`src/dpdc_pkg.sv`:
```
/*
 Package for the dual prescaled down counter block: APB register map,
 field positions, reset values and timing figures.
 Assumes a 32-bit APB bus with word-aligned registers.
*/
package dpdc_pkg;
   // Register byte offsets
   localparam logic [7:0] OFF_CTRL      = 8'h00;
   localparam logic [7:0] OFF_MODE      = 8'h04;
   localparam logic [7:0] OFF_PRE0      = 8'h08;
   localparam logic [7:0] OFF_PRE1      = 8'h0c;
   localparam logic [7:0] OFF_LOAD0     = 8'h10;
   localparam logic [7:0] OFF_LOAD1     = 8'h14;
   localparam logic [7:0] OFF_CNT0      = 8'h18;
   localparam logic [7:0] OFF_CNT1      = 8'h1c;
   localparam logic [7:0] OFF_IRQ_STAT  = 8'h20;
   localparam logic [7:0] OFF_IRQ_MASK  = 8'h24;
   // Control register: per timer enable, load strobe, continuous mode
   localparam int CTRL_EN0   = 0;
   localparam int CTRL_LD0   = 1;
   localparam int CTRL_CONT0 = 2;
   localparam int CTRL_EN1   = 3;
   localparam int CTRL_LD1   = 4;
   localparam int CTRL_CONT1 = 5;
   // Mode register fields
   localparam int MODE_EXT_LO     = 0;  // 2 bits: 0 int,1 clock,2 gate,3 trigger
   localparam int MODE_RETRIG     = 2;
   localparam int MODE_CASCADE    = 3;
   localparam int MODE_OUT_LO     = 4;  // 2 bits: 0 off,1 timer0,2 timer1,3 clock
   localparam logic [31:0] CTRL_RST = 32'h0000_0000;
   localparam logic [31:0] MODE_RST = 32'h0000_0000;
   // Internal clock divided by four feeds timer one when internal
   localparam int INT_DIV = 4;
   // External clock ceiling 1 MHz: minimum period in ns, and in cycles at 25 MHz
   localparam int CLK_PERIOD_NS = 40;
   localparam int EXT_MIN_PERIOD_NS = 1000;
   localparam int EXT_MIN_CYC = (EXT_MIN_PERIOD_NS + CLK_PERIOD_NS - 1) / CLK_PERIOD_NS;
   typedef enum logic [1:0] {
      DPDC_EXT_NONE, DPDC_EXT_CLOCK, DPDC_EXT_GATE, DPDC_EXT_TRIG
   } dpdc_ext_t;
endpackage

```
`src/dpdc_timer.sv`:
```
/*
 Dual 8-bit down counters, each behind a 6-bit prescaler, with APB
 registers, sticky interrupt status, external input and output pin.
 Assumes timer_ext_input is asynchronous to core_clk_in.
*/
`timescale 1ns/10ps
// Notes on behaviour
// - Two independent 8-bit counters, each with its own 6-bit prescaler
// - Timer one prescaler takes internal or external clock; timer zero internal only
// - Prescalers divide their input by 1 to 64 and clock their counter
// - Counters decrement a loaded value; range 1 to 256 (0 means 256)
// - End of count raises a separate request per timer
// - Software starts, stops, resumes or restarts from initial value
// - Single-pass halts at zero; continuous reloads and keeps counting
// - Counters readable without disturbance; prescalers read as zero
// - Timer one internal source is the core clock divided by four
// - External input acts as clock, trigger (retriggerable or not) or gate
// - Cascade routes timer zero end-of-count into timer one
// - Output pin shows timer zero, timer one or internal clock
module dpdc_timer (
   input  wire logic        core_clk_in,
   input  wire logic        rst_in,
   input  wire logic        psel_in,
   input  wire logic        penable_in,
   input  wire logic        pwrite_in,
   input  wire logic [7:0]  paddr_in,
   input  wire logic [31:0] pwdata_in,
   output logic [31:0]      prdata_out,
   output logic             pready_out,
   output logic             pslverr_out,
   input  wire logic        timer_ext_input_in,
   output logic             timer_output_pin_out,
   output logic             timer_zero_request_out,
   output logic             timer_one_request_out,
   output logic             irq_out
);
   ////////////////////////////////////////////////////////////////////////
   // Bus decode
   logic [31:0] ctrl_r, mode_r;
   logic [5:0]  pre0_r, pre1_r;
   logic [7:0]  load0_r, load1_r, cnt0_r, cnt1_r;
   logic [5:0]  pdiv0_r, pdiv1_r;
   logic [1:0]  stat_r, mask_r;
   logic [1:0]  div4_r;
   logic        ext_s1_r, ext_s2_r, ext_d_r, trig_run_r, pin_r;
   logic        eoc0_r, eoc1_r;
   logic        done0_r, done1_r;

   wire wr_en = psel_in && penable_in && pwrite_in;
   wire rd_ok = (paddr_in[1:0] == 2'b00) && (paddr_in <= dpdc_pkg::OFF_IRQ_MASK);
   wire wr_ctrl  = wr_en && paddr_in == dpdc_pkg::OFF_CTRL;
   wire wr_mode  = wr_en && paddr_in == dpdc_pkg::OFF_MODE;
   wire wr_pre0  = wr_en && paddr_in == dpdc_pkg::OFF_PRE0;
   wire wr_pre1  = wr_en && paddr_in == dpdc_pkg::OFF_PRE1;
   wire wr_load0 = wr_en && paddr_in == dpdc_pkg::OFF_LOAD0;
   wire wr_load1 = wr_en && paddr_in == dpdc_pkg::OFF_LOAD1;
   wire wr_stat  = wr_en && paddr_in == dpdc_pkg::OFF_IRQ_STAT;
   wire wr_mask  = wr_en && paddr_in == dpdc_pkg::OFF_IRQ_MASK;

   // Zero-wait slave; unmapped addresses answer with an error
   assign pready_out  = 1'b1;
   assign pslverr_out = psel_in && penable_in && !rd_ok;

   logic [31:0] rd_mux;
   always_comb begin
      case (paddr_in)
         dpdc_pkg::OFF_CTRL:     rd_mux = ctrl_r;
         dpdc_pkg::OFF_MODE:     rd_mux = mode_r;
         dpdc_pkg::OFF_LOAD0:    rd_mux = {24'h00_0000, load0_r};
         dpdc_pkg::OFF_LOAD1:    rd_mux = {24'h00_0000, load1_r};
         dpdc_pkg::OFF_CNT0:     rd_mux = {24'h00_0000, cnt0_r};
         dpdc_pkg::OFF_CNT1:     rd_mux = {24'h00_0000, cnt1_r};
         dpdc_pkg::OFF_IRQ_STAT: rd_mux = {30'h0000_0000, stat_r};
         dpdc_pkg::OFF_IRQ_MASK: rd_mux = {30'h0000_0000, mask_r};
         default:                rd_mux = 32'h0000_0000; // Prescalers read zero
      endcase
   end
   assign prdata_out = rd_mux;

   ////////////////////////////////////////////////////////////////////////
   // Configuration registers
   wire en0   = ctrl_r[dpdc_pkg::CTRL_EN0];
   wire en1   = ctrl_r[dpdc_pkg::CTRL_EN1];
   wire cont0 = ctrl_r[dpdc_pkg::CTRL_CONT0];
   wire cont1 = ctrl_r[dpdc_pkg::CTRL_CONT1];
   wire ld0   = wr_ctrl && pwdata_in[dpdc_pkg::CTRL_LD0];
   wire ld1   = wr_ctrl && pwdata_in[dpdc_pkg::CTRL_LD1];
   wire [1:0] ext_mode = mode_r[dpdc_pkg::MODE_EXT_LO +: 2];
   wire       retrig   = mode_r[dpdc_pkg::MODE_RETRIG];
   wire       cascade  = mode_r[dpdc_pkg::MODE_CASCADE];
   wire [1:0] out_sel  = mode_r[dpdc_pkg::MODE_OUT_LO +: 2];

   always_ff @(posedge core_clk_in) begin
      if (rst_in) begin
         ctrl_r  <= dpdc_pkg::CTRL_RST;
         mode_r  <= dpdc_pkg::MODE_RST;
         pre0_r  <= 6'h00;
         pre1_r  <= 6'h00;
         load0_r <= 8'h00;
         load1_r <= 8'h00;
         mask_r  <= 2'h0;
      end else begin
         // Load strobes are self-clearing so they read back as zero
         if (wr_ctrl) ctrl_r <= pwdata_in & 32'h0000_002d;
         if (wr_mode) mode_r <= pwdata_in & 32'h0000_003f;
         if (wr_pre0) pre0_r <= pwdata_in[5:0];
         if (wr_pre1) pre1_r <= pwdata_in[5:0];
         if (wr_load0) load0_r <= pwdata_in[7:0];
         if (wr_load1) load1_r <= pwdata_in[7:0];
         if (wr_mask) mask_r <= pwdata_in[1:0];
      end
   end

   ////////////////////////////////////////////////////////////////////////
   // External input: two-flop synchroniser, then edge detect on stage two
   always_ff @(posedge core_clk_in) begin
      if (rst_in) begin
         ext_s1_r <= 1'b0;
         ext_s2_r <= 1'b0;
         ext_d_r  <= 1'b0;
      end else begin
         ext_s1_r <= timer_ext_input_in;
         ext_s2_r <= ext_s1_r;
         ext_d_r  <= ext_s2_r;
      end
   end
   wire ext_fall = ext_d_r && !ext_s2_r;

   // Core clock divided by four for timer one's internal source
   always_ff @(posedge core_clk_in) begin
      if (rst_in) div4_r <= 2'h0;
      else div4_r <= div4_r + 2'h1;
   end
   wire int_tick = (div4_r == 2'(dpdc_pkg::INT_DIV - 1));

   // Trigger: falling edge starts counting; retrigger reloads if allowed
   wire trig_mode = (ext_mode == 2'(dpdc_pkg::DPDC_EXT_TRIG));
   wire trig_hit  = trig_mode && ext_fall && (retrig || !trig_run_r);
   always_ff @(posedge core_clk_in) begin
      if (rst_in) trig_run_r <= 1'b0;
      else if (trig_hit) trig_run_r <= 1'b1;
      else if (eoc1_r && !cont1) trig_run_r <= 1'b0;
   end

   logic src1;
   always_comb begin
      case (ext_mode)
         2'(dpdc_pkg::DPDC_EXT_CLOCK): src1 = ext_fall;
         2'(dpdc_pkg::DPDC_EXT_GATE):  src1 = int_tick && ext_s2_r;
         2'(dpdc_pkg::DPDC_EXT_TRIG):  src1 = int_tick && trig_run_r;
         default:                      src1 = int_tick;
      endcase
   end

   ////////////////////////////////////////////////////////////////////////
   // Prescalers: a value of 0 wraps through 63 before its tick, so it divides by 64
   wire pclk0_in = en0;
   wire pclk1_in = en1 && (cascade ? eoc0_r : src1);
   wire ptick0 = pclk0_in && (pdiv0_r == 6'h01);
   wire ptick1 = pclk1_in && (pdiv1_r == 6'h01);
   wire [5:0] pdiv0_nxt = ptick0 ? pre0_r : pdiv0_r - 6'h01;
   wire [5:0] pdiv1_nxt = ptick1 ? pre1_r : pdiv1_r - 6'h01;
   always_ff @(posedge core_clk_in) begin
      if (rst_in) pdiv0_r <= 6'h00;
      else if (ld0) pdiv0_r <= pre0_r;
      else if (pclk0_in) pdiv0_r <= pdiv0_nxt;
   end
   always_ff @(posedge core_clk_in) begin
      if (rst_in) pdiv1_r <= 6'h00;
      else if (ld1 || trig_hit) pdiv1_r <= pre1_r;
      else if (pclk1_in) pdiv1_r <= pdiv1_nxt;
   end

   ////////////////////////////////////////////////////////////////////////
   // Counters: load 0 counts 256; end of count when stepping from 1
   // Zero steps on to ff in both modes; only the done flag parks a finished single pass
   wire end0 = ptick0 && (cnt0_r == 8'h01);
   wire end1 = ptick1 && (cnt1_r == 8'h01);
   always_ff @(posedge core_clk_in) begin
      if (rst_in) begin
         cnt0_r  <= 8'h00;
         eoc0_r  <= 1'b0;
         done0_r <= 1'b0;
      end else begin
         eoc0_r <= end0;
         if (ld0) begin
            cnt0_r  <= load0_r;
            done0_r <= 1'b0;
         end else if (end0) begin
            cnt0_r  <= cont0 ? load0_r : 8'h00;
            done0_r <= !cont0;
         end else if (ptick0 && !done0_r) begin
            cnt0_r <= cnt0_r - 8'h01;
         end
      end
   end
   always_ff @(posedge core_clk_in) begin
      if (rst_in) begin
         cnt1_r  <= 8'h00;
         eoc1_r  <= 1'b0;
         done1_r <= 1'b0;
      end else begin
         eoc1_r <= end1;
         if (ld1 || trig_hit) begin
            cnt1_r  <= load1_r;
            done1_r <= 1'b0;
         end else if (end1) begin
            cnt1_r  <= cont1 ? load1_r : 8'h00;
            done1_r <= !cont1;
         end else if (ptick1 && !done1_r) begin
            cnt1_r <= cnt1_r - 8'h01;
         end
      end
   end

   // A finished single pass waits at zero for the next load strobe or trigger
   // Request lines are one-cycle pulses
   assign timer_zero_request_out = eoc0_r;
   assign timer_one_request_out  = eoc1_r;

   ////////////////////////////////////////////////////////////////////////
   // Sticky status, set wins over write-one clear
   always_ff @(posedge core_clk_in) begin
      if (rst_in) stat_r <= 2'h0;
      else stat_r <= (stat_r & ~(wr_stat ? pwdata_in[1:0] : 2'h0)) | {eoc1_r, eoc0_r};
   end
   assign irq_out = |(stat_r & mask_r);

   // Output pin toggles on each end of count, or shows the divided clock
   always_ff @(posedge core_clk_in) begin
      if (rst_in) pin_r <= 1'b0;
      else begin
         case (out_sel)
            2'h1:    pin_r <= pin_r ^ eoc0_r;
            2'h2:    pin_r <= pin_r ^ eoc1_r;
            2'h3:    pin_r <= div4_r[1];
            default: pin_r <= 1'b0;
         endcase
      end
   end
   assign timer_output_pin_out = pin_r;

   ////////////////////////////////////////////////////////////////////////
   // Assertions
   a_single_pass_halt: assert property (@(posedge core_clk_in) disable iff (rst_in)
      end0 && !cont0 && !ld0 |=> cnt0_r == 8'h00 && eoc0_r)
      else $error("timer zero did not halt at zero");
   a_cont_reload: assert property (@(posedge core_clk_in) disable iff (rst_in)
      end1 && cont1 && !ld1 && !trig_hit |=> cnt1_r == $past(load1_r))
      else $error("timer one did not reload on end of count");
   a_count_step: assert property (@(posedge core_clk_in) disable iff (rst_in)
      ptick0 && !ld0 && cnt0_r > 8'h01 |=> cnt0_r == $past(cnt0_r) - 8'h01)
      else $error("timer zero did not decrement");
   a_hold_stop: assert property (@(posedge core_clk_in) disable iff (rst_in)
      !en0 && !ld0 |=> $stable(cnt0_r))
      else $error("stopped timer zero changed");
   a_request_pulse: assert property (@(posedge core_clk_in) disable iff (rst_in)
      end1 |=> timer_one_request_out ##1 stat_r[1])
      else $error("timer one request missing");
   a_cascade_feed: assert property (@(posedge core_clk_in) disable iff (rst_in)
      cascade && en1 && !ld1 && !trig_hit && !eoc0_r |=> $stable(cnt1_r))
      else $error("cascaded timer one moved without timer zero");
   a_pre_read_zero: assert property (@(posedge core_clk_in) disable iff (rst_in)
      paddr_in == dpdc_pkg::OFF_PRE0 |-> prdata_out == 32'h0000_0000)
      else $error("prescaler readable");
   a_div_by_one: assert property (@(posedge core_clk_in) disable iff (rst_in)
      en0 && pre0_r == 6'h01 && pdiv0_r == 6'h01 && !ld0 |-> ptick0)
      else $error("divide by one missed a tick");
   a_irq_level: assert property (@(posedge core_clk_in) disable iff (rst_in)
      stat_r[0] && mask_r[0] |-> irq_out)
      else $error("masked-in status did not raise irq");
   c_zero_end: cover property (@(posedge core_clk_in) end0);
   c_one_cont: cover property (@(posedge core_clk_in) end1 && cont1);
   c_trig: cover property (@(posedge core_clk_in) trig_hit);
   c_ext_clock: cover property (@(posedge core_clk_in) ext_mode == 2'(dpdc_pkg::DPDC_EXT_CLOCK) && ptick1);
   c_cascade: cover property (@(posedge core_clk_in) cascade && ptick1);

   ////////////////////////////////////////////////////////////////////////
   // Prescaler and counter stepping
   a_pre_load_copy: assert property (@(posedge core_clk_in) disable iff (rst_in)
      ld0 |=> pdiv0_r == $past(pre0_r))
      else $error("prescaler zero not loaded by strobe");
   a_pre_step_down: assert property (@(posedge core_clk_in) disable iff (rst_in)
      pclk0_in && !ld0 && !ptick0 |=> pdiv0_r == $past(pdiv0_r) - 6'h01)
      else $error("prescaler zero did not step down");
   a_pre_tick_reload: assert property (@(posedge core_clk_in) disable iff (rst_in)
      ptick0 && !ld0 |=> pdiv0_r == $past(pre0_r))
      else $error("prescaler zero did not reload on tick");
   a_pre_one_load: assert property (@(posedge core_clk_in) disable iff (rst_in)
      ld1 || trig_hit |=> pdiv1_r == $past(pre1_r))
      else $error("prescaler one not loaded by strobe or trigger");
   a_pre_one_hold: assert property (@(posedge core_clk_in) disable iff (rst_in)
      !pclk1_in && !ld1 && !trig_hit |=> $stable(pdiv1_r))
      else $error("prescaler one moved without input");
   a_zero_wrap: assert property (@(posedge core_clk_in) disable iff (rst_in)
      ptick0 && !ld0 && cnt0_r == 8'h00 && !done0_r |=> cnt0_r == 8'hff)
      else $error("zero load did not count 256");
   a_one_step: assert property (@(posedge core_clk_in) disable iff (rst_in)
      ptick1 && !ld1 && !trig_hit && cnt1_r > 8'h01 |=> cnt1_r == $past(cnt1_r) - 8'h01)
      else $error("timer one did not decrement");
   a_load_copy: assert property (@(posedge core_clk_in) disable iff (rst_in)
      ld1 |=> cnt1_r == $past(load1_r))
      else $error("timer one load strobe ignored");
   a_one_stopped: assert property (@(posedge core_clk_in) disable iff (rst_in)
      !en1 && !ld1 && !trig_hit |=> $stable(cnt1_r))
      else $error("stopped timer one changed");
   a_halt_park: assert property (@(posedge core_clk_in) disable iff (rst_in)
      done0_r && !ld0 |=> cnt0_r == 8'h00 && !timer_zero_request_out)
      else $error("finished single pass moved again");
   a_zero_reload: assert property (@(posedge core_clk_in) disable iff (rst_in)
      end0 && cont0 && !ld0 |=> cnt0_r == $past(load0_r))
      else $error("timer zero did not reload on end of count");
   a_count_readonly: assert property (@(posedge core_clk_in) disable iff (rst_in)
      wr_en && paddr_in == dpdc_pkg::OFF_CNT0 && !pclk0_in && !ld0 |=> $stable(cnt0_r))
      else $error("count register took a write");

   ////////////////////////////////////////////////////////////////////////
   // Requests and sticky status
   a_zero_request: assert property (@(posedge core_clk_in) disable iff (rst_in)
      end0 |=> timer_zero_request_out)
      else $error("timer zero request missing");
   a_no_stray_request: assert property (@(posedge core_clk_in) disable iff (rst_in)
      !end0 |=> !timer_zero_request_out)
      else $error("timer zero request without end of count");
   a_stat_sticky: assert property (@(posedge core_clk_in) disable iff (rst_in)
      stat_r[0] && !(wr_stat && pwdata_in[0]) |=> stat_r[0])
      else $error("status bit dropped without a clear");
   a_stat_clear: assert property (@(posedge core_clk_in) disable iff (rst_in)
      wr_stat && pwdata_in[1] && !eoc1_r |=> !stat_r[1])
      else $error("write one did not clear status");
   a_set_wins: assert property (@(posedge core_clk_in) disable iff (rst_in)
      eoc0_r |=> stat_r[0])
      else $error("end of count lost against a clear");

   ////////////////////////////////////////////////////////////////////////
   // Clock sources and output pin
   a_int_rate: assert property (@(posedge core_clk_in) disable iff (rst_in)
      int_tick |=> !int_tick ##1 !int_tick ##1 !int_tick ##1 int_tick)
      else $error("internal tick not every fourth cycle");
   a_gate_closed: assert property (@(posedge core_clk_in) disable iff (rst_in)
      ext_mode == 2'(dpdc_pkg::DPDC_EXT_GATE) && !ext_s2_r && !cascade |-> !pclk1_in)
      else $error("closed gate let a tick through");
   a_ext_edge: assert property (@(posedge core_clk_in) disable iff (rst_in)
      ext_mode == 2'(dpdc_pkg::DPDC_EXT_CLOCK) && !cascade && en1 && ext_fall |-> pclk1_in)
      else $error("external clock edge not counted");
   a_trig_once: assert property (@(posedge core_clk_in) disable iff (rst_in)
      trig_mode && trig_run_r && !retrig |-> !trig_hit)
      else $error("non-retriggerable trigger restarted");
   a_cascade_tick: assert property (@(posedge core_clk_in) disable iff (rst_in)
      cascade && en1 && eoc0_r |-> pclk1_in)
      else $error("cascade lost a timer zero pulse");
   a_pin_clock: assert property (@(posedge core_clk_in) disable iff (rst_in)
      out_sel == 2'h3 |=> timer_output_pin_out == ($past(div4_r) >= 2'h2))
      else $error("output pin does not follow divided clock");
   a_pin_toggle: assert property (@(posedge core_clk_in) disable iff (rst_in)
      out_sel == 2'h1 && eoc0_r |=> $changed(timer_output_pin_out))
      else $error("output pin did not toggle on end of count");
endmodule // dpdc_timer

```
`config.mk`:
```
export PLATFORM = sky130hd
export DESIGN_NAME = dpdc_timer
export DESIGN_NICKNAME = d
export VERILOG_FILES = /design/src/dpdc_pkg.sv /design/src/dpdc_timer.sv
export SDC_FILE = /design/constraint.sdc
export NUM_CORES = 1
export LEC_CHECK = 0
export ABC_AREA = 1
export BUFFER_PORTS_ARGS = -buffer_cell sky130_fd_sc_hd__buf_2
export CAP_MARGIN = 0
export CORE_ASPECT_RATIO = 1.75
export CORE_MARGIN = 2
export CORE_UTILIZATION = 45
export CTS_CLUSTER_SIZE = 14
export DETAILED_ROUTE_END_ITERATION = 12
export PLACE_DENSITY = 0.67
export SYNTH_ARGS = -nofsm -noshare
export SYNTH_HDL_FRONTEND = slang
export SYNTH_SLANG_ARGS = --single-unit
```
`constraint.sdc`:
```
create_clock -name core_clk_in -period 1.88 [get_ports core_clk_in]
set_input_delay 0.188 -clock core_clk_in [delete_from_list [all_inputs] [get_ports core_clk_in]]
set_output_delay 0.188 -clock core_clk_in [all_outputs]
set_load 0.02 [all_outputs]
```
==> flow_summary.toml, run 1 <==
[run_status]
status = "complete, no violations"

[sta]
fin_worst_skew_ns = 0.006191
max_freq_mhz = 570.9
fin_tns_setup_ns = 0
setup_ws_ns = 0.1283
period_share_pct = 93.18
fin_crit_ns = 1.752
slew_viol_final = 0
rsz0062_at_grt = "no"
setup_viol = 0
final-hold-violation-count = 0

[floorplan]
start_util_pct = 45.73
die_area_sq_um = 11210
num_rows = 49
die_w_um = 80.88
coreArea_sq_um = 10180
die_y_um = 138.5
io_pins = 84

[global_routing]
track_usage_pct = 22.46
grt_pass1_vias = 4076
grt_max_degree = 54
grt_pass1_wl_um = 19550
grt_antenna_before_repair = 0
grt_overflow = 0

[critical_path]
crit_path_max_fanout = 6
critPathArrivalTime_ns = 1.56
ff2ff_setup_slack_ns = 0.16
reg2reg_depth = 8
start_kind = "input port"
r2r-start = "cnt1_r[1]$_SDFFE_PP0P_"
worstSetupPathType = "in -> out"
cp.required_ns = 1.69
end_kind = "output port"
timing.rr.end = "cnt1_r[1]$_SDFFE_PP0P_"

[synth]
async_reset_ff_share_pct = 0
synthAdderAreaFrac_pct = 3.226
seq_area_frac_synth_pct = 34.84
yosysMostFrequentCell = "nand2_1"
synth_mux_area_share_pct = 0
synth.largest_area_cell = "dfxtp_1"
synth.top_cell.area_share_pct = 34.84
synth_top_family_by_area = "simple AND/OR/NAND/NOR gates"
synth.area.top_cells = "dfxtp_1 (35%), nand2_1 (10%), a21oi_1 (7.5%)"
yosys_warnings = 0
avgSynthCellArea_sq_um = 6.978
ys_ff_latch = 81
synth_compound_area_share_pct = 18.63
synthCells = 667
synth-simple-area-share_pct = 26.51
synth_xor_area_share_pct = 3.575
synth-edff-count = 0
synth.cell_area_sq_um = 4654
synth_cell_types = 43
yosys-top-cells-count = "nand2_1 (127), dfxtp_1 (81), inv_1 (74), a21oi_1 (70), nor2_1 (53)"
ys.flop_type = "dfxtp_1"

[drt]
final_antenna_net_count = 0
vias = 4390
drt_iter0_drc = 283
via_per_inst = 5.201
wirelength_um = 12170
drc = 0
routedWlPerCell_um = 14.41
dr.pass1.iters = 5

[clock_network]
postCtsSetupBuffers = 0
numCtsBuffers = 9
cts_buffer_depth = 2
cts_tree = "done"
clkTransAtPathRegs_ns = 0.05
cts_root_buf = "clkbuf_16"
clock_latency_ns = 0.34
cts.sinks = 81
htreeDepth = 3

[final_layout]
fin_util_pct = 51.44
fin_nets = 770
drive_gt1_share_pct = 14.92
area_growth_pct = 12.47
nFillCells = 1030
diodes = 0

[placement]
pre_cts_slack_ns = 0.1018
portBuffers = 34
routabilityCongestion = 0.9462
dp_hpwl_um = 9167

[pwr]
leakagePower_uw = 0.002314
p_per_area_nw_per_um2 = 680.2
ir_drop_uv = 421.7

[hold_path]
hold_path_end = "ext_s1_r$_SDFF_PP0_"
hold_depth = 3
min_path_type = "in -> reg"
hold_start = "timer_ext_input_in"

[run]
maxCapViolations = 0
final cells by class:
type                       instances  area (sq um)  share of cell area (%)
inverter                          85         319.1                   6.095
clock inverter                     2         12.51                  0.2390
multi-input combinational        479          2524                   48.21
timing repair buffer              56         335.3                   6.405
clock buffer                      14         264.0                   5.043
tap                              127         158.9                   3.035
sequential                        81          1622                   30.98
cells by family (layout without fill, tap and decap cells):
| group | after synthesis | in the layout |
|---|---|---|
| AOI/OAI and AO/OA | 162 | 162 |
| xor gates and xnor gates | 19 | 19 |
| adders and majority gates | 12 | 12 |
| buffers and inverters | 130 | 157 |
| DFF | 81 | 81 |
| other | 2 | 25 |
| and+or+nand+nor | 261 | 261 |
how the worst max path moves through the flow:
| stage | start | to | slack (ns) | cells after the start |
|---|---|---|---|---|
| after floorplan | timer_zero_request_out$_SDFF_PP0_ | cnt1_r[3]$_SDFFE_PP0P_ | 0.35 | 6 |
| after global placement | paddr_in[1] | prdata_out[2] | 0.13 | 9 |
| after detailed placement | paddr_in[7] | load1_r[0]$_SDFFE_PP0P_ | 0.10 | 9 |
| after CTS | paddr_in[7] | prdata_out[2] | 0.09 | 11 |
| after global routing | pdiv0_r[1]$_SDFFE_PP0P_ | cnt0_r[2]$_SDFFE_PP0P_ | 0.006 | 9 |
| final | paddr_in[1] | prdata_out[2] | 0.13 | 9 |
metal layers:
| metal | vias to the layer above | share of wire, % | global-route usage [%] |
|---|---|---|---|
| met1 | 1999 | 40 | 25.56 |
| met3 | 29 | 4.2 | 2.995 |
| li1 | 2224 | - | - |
| met5 | - | 0 | 0 |
| met2 | 138 | 52 | 39.93 |
| met4 | 0 | 3.2 | 10.79 |
layout by cell type (no fill, tap or decap), types with 3 or more instances in the layout:
cell       count
xnor2_1        5
nor2_4         4
clkbuf_1       3
nand2_2        5
ha_1          12
o211ai_1       5
dfxtp_1       81
conb_1        25
clkbuf_16      9
xor2_1        14
o22ai_1        7
a21oi_1       70
nor2_2         5
inv_1         74
o21ai_0       46
nand3_1       38
buf_4         22
inv_2         11
buf_2         34
a31oi_1        3
nand4_1        5
nor2_1        53
nor3_1         8
o21ai_1       22
nand2_1      127
sequential cells by signal, summed over array words and instances (netlist names), 2 cells and up:
signal / count
cnt0_r: 8
cnt1_r: 8
ctrl_r: 4
div4_r: 2
load0_r: 8
load1_r: 8
mask_r: 2
mode_r: 6
pdiv0_r: 6
pdiv1_r: 6
pre0_r: 6
pre1_r: 6
stat_r: 2
power by group:
group	internal, uW	switching, uW	total [uW]	leakage (uW)
registers	1720	3.86	1730	0.000653
logic	42.7	143	186	0.00153
clock network	966	681	1650	0.000133
stage by stage:
step	instance area (sq um)	std cells	power, uW	hold WS (ns)
after floorplan	4741	690	1917	0.2950
after global placement	4946	828	1946	0.4010
after detailed placement	4946	828	1948	0.4030
after CTS	5223	844	3580	0.05617
after global routing	5235	844	3661	0.06390
final	5235	844	3561	0.05668
worst max-delay path, stage by stage:
cell,delay (ns)
buf_2,0.11
nor2_4,0.11
inv_1,0.05
nor3_2,0.20
nand2_1,0.21
o21ai_0,0.27
a211oi_1,0.08
o21ai_0,0.12
buf_2,0.22
what timing repair did:
action / CTS / global route
hold buffers: 0 / 0
setup endpoints to repair: 0 / 3
resized for setup: 0 / 3
Note: power is estimated with default switching activity, not from simulation.
==> inputs of run 2 (changes only) <==
Settings changed: REMOVE_ABC_BUFFERS set to 1.
==> run 2 against run 1 <==
Effect of this change:
- worst hold slack got worse by 0.0063 ns
- clock power increased by 14%
- sequential cell count is the same
- first-iteration DRC count rose by 9.9%
- setup slack worse by 0.053 ns
- fmax shrank 2.9%
- critical endpoint is now prdata_out[4]
- core utilization rose by 0.60 points
- register-to-register slack worse by 0.07 ns
- combinational power is 3% higher
- largest power group is now clock
- total power grew 6.8%
- highest routed layer unchanged
- largest cell class unchanged
==> flow_summary.toml, run 2 (synthesis results as in run 1) <==
[drt]
dr.pass1.iters = 5
final_antenna_net_count = 0
drc = 0
drt_iter0_drc = 311
wirelength_um = 12250
via_per_inst = 5.227
routedWlPerCell_um = 14.53
vias = 4406

[sta]
setup_ws_ns = 0.07531
hold_slack_ns = 0.05037
setup_viol = 0
fin_crit_ns = 1.805
slew_viol_final = 0
fin_worst_skew_ns = 0.006626
max_freq_mhz = 554.1
period_share_pct = 95.99
final-hold-violation-count = 0

[run]
maxCapViolations = 0

[pwr]
p_per_area_nw_per_um2 = 717.9
leakagePower_uw = 0.002314
ir_drop_uv = 436.0

[clock_network]
cts_buffer_depth = 2
htreeDepth = 3
cts.sinks = 81
clkTransAtPathRegs_ns = 0.06
clock_latency_ns = 0.34
cts_root_buf = "clkbuf_16"
cts_tree = "done"
numCtsBuffers = 9

[run_status]
status = "complete, no violations"

[floorplan]
coreArea_sq_um = 10180
num_rows = 49
start_util_pct = 45.73
die_w_um = 80.88
die_y_um = 138.5
die_area_sq_um = 11210
io_pins = 84

[critical_path]
path_delay_family = "buffers and inverters"
end_kind = "output port"
slowest_delay_ns = 0.25
critPathArrivalTime_ns = 1.62
ff2ff_setup_slack_ns = 0.09
crit_path_max_fanout = 11
reg2reg_depth = 8
path_buf_inv = 5
path_common_cell = "buf_2"
cp.required_ns = 1.69
r2r-start = "cnt1_r[1]$_SDFFE_PP0P_"
crit_path_top_delay_cell = "nor3_4"
critPathLaunch = "paddr_in[7]"
worstSetupPathType = "in -> out"
crit_chain = "buf_2 -> nor2_4 -> inv_1 -> nor3_4 -> buf_4 -> nand2_2 -> inv_4 -> nand2_1 -> o21ai_1 -> a211o_1 -> buf_2"
timing.rr.end = "cnt1_r[5]$_SDFFE_PP0P_"
start_kind = "input port"

[final_layout]
fin_nets = 769
area_growth_pct = 13.79
diodes = 0
stdcell_area_sq_um = 5296
drive_gt1_share_pct = 16.06
final_common_cell = "nand2_1"
fin_util_pct = 52.04
layout_common_cells = "nand2_1 (122), dfxtp_1 (81), inv_1 (72)"

[global_routing]
grt_antenna_before_repair = 0
grt_overflow = 0
track_usage_pct = 22.91
grt_pass1_vias = 4212
grt_pass1_wl_um = 19800
grt_max_degree = 54

[placement]
portBuffers = 34
dp_hpwl_um = 9154
routabilityCongestion = 0.9021
placed_cell_area_sq_um = 4901
pre_cts_slack_ns = 0.02242

[hold_path]
min_path_type = "in -> reg"
hold_path_end = "ext_s1_r$_SDFF_PP0_"
hold_start = "timer_ext_input_in"
hold_depth = 3
[run 2: final cells by class]
class	count	area [sq um]
Fill cell	1037	4881
Multi-Input combinational cell	479	2546
Sequential cell	81	1622
Timing Repair Buffer	55	327.8
Inverter	85	321.6
Clock buffer	9	225.2
Tap cell	127	158.9
Clock inverter	7	95.09
[run 2: repair_timing]
item / 4_1_cts / 5_1_grt
hold buffers: 0 / 0
gates resized for setup: 0 / 13
buffers inserted: 0 / 5
setup endpoints to repair: 0 / 12
[run 2: worst reg2reg max path: stages, from the launching register on]
cell	delay [ns]
dfxtp_1	0.35
inv_1	0.09
ha_1	0.16
nand3_1	0.15
o21ai_2	0.23
nand4_4	0.19
nor2_4	0.28
nand3_1	0.13
a21oi_1	0.15
[run 2: through the flow]
| stage | instances | total power, uW | setup TNS (ns) |
|---|---|---|---|
| 4_1_cts | 838 | 3829 | 0 |
| 2_1_floorplan | 645 | 1867 | 0 |
| 6_report | 843 | 3802 | 0 |
| 3_3_place_gp | 822 | 1945 | 0 |
| 5_1_grt | 843 | 3935 | -0.06943 |
| 3_5_place_dp | 822 | 1947 | 0 |
[run 2: report_power, final]
| part | switching (uW) | internal, uW |
|---|---|---|
| registers | 4.11 | 1720 |
| logic | 147 | 44.5 |
| clock network | 721 | 1160 |
[run 2: metal layers]
| metal | global-route usage (%) | up-vias | share of wire, % |
|---|---|---|---|
| met3 | 3.451 | 44 | 3.5 |
| li1 | - | 2221 | - |
| met5 | 0 | - | 0 |
| met1 | 24.89 | 2007 | 38 |
| met4 | 14.54 | 0 | 4.8 |
| met2 | 40.02 | 134 | 53 |
[run 2: worst max path at each step]
| stage | cells after the start | slack [ns] | to |
|---|---|---|---|
| 6_report | 11 | 0.08 | prdata_out[4] |
| 5_1_grt | 8 | -0.04 | cnt1_r[5]$_SDFFE_PP0P_ |
| 4_1_cts | 9 | 0.02 | prdata_out[2] |
| 3_5_place_dp | 9 | 0.02 | prdata_out[2] |
| 3_3_place_gp | 9 | 0.03 | prdata_out[2] |
| 2_1_floorplan | 11 | 0.24 | pdiv1_r[0]$_SDFFE_PP0P_ |
==> inputs of run 3 (changes only) <==
Settings changed: CORE_ASPECT_RATIO 1.75 to unset, CORE_UTILIZATION 45 to 30, PLACE_DENSITY 0.67 to unset.
==> run 3 against run 2 <==
Effect of this change:
- total power grew 1.7%
- core utilization shrank 17 points
- sequential power is essentially flat
- final cell count grew 6.3%
- combinational power shrank 2%
- fmax grew 2.0%
- critical endpoint is now prdata_out[0]
==> flow_summary.toml, run 3 (synthesis results as in run 1) <==
[run_status]
status = "complete, no violations"

[critical_path]
crit_path_top_delay_cell = "nor3_4"
reg2reg_depth = 8
crit_path_max_fanout = 5
critPathArrivalTime_ns = 1.58
critPathLaunch = "paddr_in[7]"
ff2ff_setup_slack_ns = 0.17
r2r-start = "timer_zero_request_out$_SDFF_PP0_"
critPathCapture = "prdata_out[0]"
cp.required_ns = 1.69
end_kind = "output port"
start_kind = "input port"
crit_chain = "buf_2 -> nor2_4 -> inv_1 -> nor3_4 -> nand2_2 -> inv_1 -> nand2_1 -> o2111ai_1 -> buf_2"
slowest_delay_ns = 0.32
timing.rr.end = "cnt1_r[4]$_SDFFE_PP0P_"
worstSetupPathType = "in -> out"

[clock_network]
htreeDepth = 3
numCtsBuffers = 9
cts_hold_buf = 0
cts.sinks = 81
cts_resized = 0
cts_root_buf = "clkbuf_16"
clock_latency_ns = 0.34
cts_tree = "done"
cts_buffer_depth = 2
postCtsSetupBuffers = 0
clkTransAtPathRegs_ns = 0.06

[final_layout]
layout_common_cells = "nand2_1 (122), dfxtp_1 (81), inv_1 (73)"
fin_cells = 896
final_common_cell = "nand2_1"
drive_gt1_share_pct = 14.97
diodes = 0
fin_nets = 761
area_growth_pct = 14.17

[placement]
routabilityCongestion = 0.8705
portBuffers = 34
dp_hpwl_um = 8881
dp_cells = 880

[drt]
via_per_inst = 4.696
vias = 4208
drc = 0
drt_iter0_drc = 244
dr.pass1.iters = 7
wirelength_um = 12200
final_antenna_net_count = 0
routedWlPerCell_um = 13.62

[pwr]
p_per_area_nw_per_um2 = 727.9
netSwitchingFraction_pct = 23.97
switchingPower_uw = 927.0
p_comb_share_pct = 4.9
leakagePower_uw = 0.002271
p_int_uw = 2941
p_seq_share_pct = 44.6
p_clk_share_pct = 50.5
ir_drop_uv = 523.6

[sta]
tightest_slew_ns = 0.5116
fin_worst_skew_ns = 0.004924
max_freq_mhz = 565.3
slew_headroom_pct = 65.89
slew_viol_final = 0
fin_crit_ns = 1.769
rsz0062_at_grt = "no"
final-hold-violation-count = 0
fin_tns_setup_ns = 0
setup_viol = 0
period_share_pct = 94.10

[floorplan]
die_area_sq_um = 16530
die_w_um = 128.6
die_y_um = 128.6
coreArea_sq_um = 15200
num_rows = 45
io_pins = 84
start_util_pct = 30.62

[global_routing]
grt_pass1_vias = 3849
grt_overflow = 0
grt_pass1_wl_um = 20070
track_usage_pct = 15.42
grt_max_degree = 54
grt_antenna_before_repair = 0

[hold_path]
hold_start = "timer_ext_input_in"
min_path_type = "in -> reg"

[run]
maxCapViolations = 0
[run 3: per-stage QoR]
stage	hold WS (ns)	instance area (sq um)	util (%)	power, uW	worst slack, ns
4_1_cts	0.04689	5281	34.74	3892	0.06979
5_1_grt	0.07496	5314	34.95	3988	0.006385
6_report	0.05015	5314	34.95	3868	0.1110
3_5_place_dp	0.4031	4955	32.59	1947	0.05409
3_3_place_gp	0.3949	4955	32.59	1947	0.06654
2_1_floorplan	0.2547	4452	-	1867	0.2424
[run 3: critical path: cells and delay by family]
kind | cells | cell delay [ns]
buffers and inverters | 4 | 0.57
AOI/OAI and AO/OA | 1 | 0.15
and+or+nand+nor | 4 | 0.66
[run 3: power groups by stage]
stage | clock (uW) | combinational (uW) | sequential (uW)
6_report | 1950 | 188 | 1730
5_1_grt | 2060 | 206 | 1730
4_1_cts | 1980 | 182 | 1730
3_5_place_dp | 0 | 182 | 1770
3_3_place_gp | 0 | 181 | 1770
2_1_floorplan | 0 | 102 | 1760
[run 3: area by class of cell]
| type | count | area, sq um |
|---|---|---|
| tap | 188 | 235.2 |
| fill | 1648 | 9888 |
| clock buffer | 9 | 225.2 |
| inverter | 85 | 321.6 |
| multi-input combinational | 479 | 2541 |
| clock inverter | 7 | 101.3 |
| timing repair buffer | 47 | 267.8 |
| sequential | 81 | 1622 |
[run 3: worst min path at each step]
| stage | end | slack, ns | depth (start not counted) |
|---|---|---|---|
| 2_1_floorplan | div4_r[0]$_SDFF_PP0_ | 0.25 | 1 |
| 3_3_place_gp | ext_s2_r$_SDFF_PP0_ | 0.39 | 2 |
| 3_5_place_dp | ext_s1_r$_SDFF_PP0_ | 0.40 | 3 |
| 4_1_cts | ext_s1_r$_SDFF_PP0_ | 0.05 | 3 |
| 5_1_grt | ext_s1_r$_SDFF_PP0_ | 0.07 | 3 |
| 6_report | ext_s1_r$_SDFF_PP0_ | 0.05 | 3 |
[run 3: routing by layer]
metal / vias up / track usage (%) / wire length, um
met3: 16 / 2.911 / 483
met5: - / 0 / 0
met1: 1898 / 21.56 / 6018
li1: 2204 / - / -
met2: 90 / 24.06 / 5439
met4: 0 / 4.987 / 263
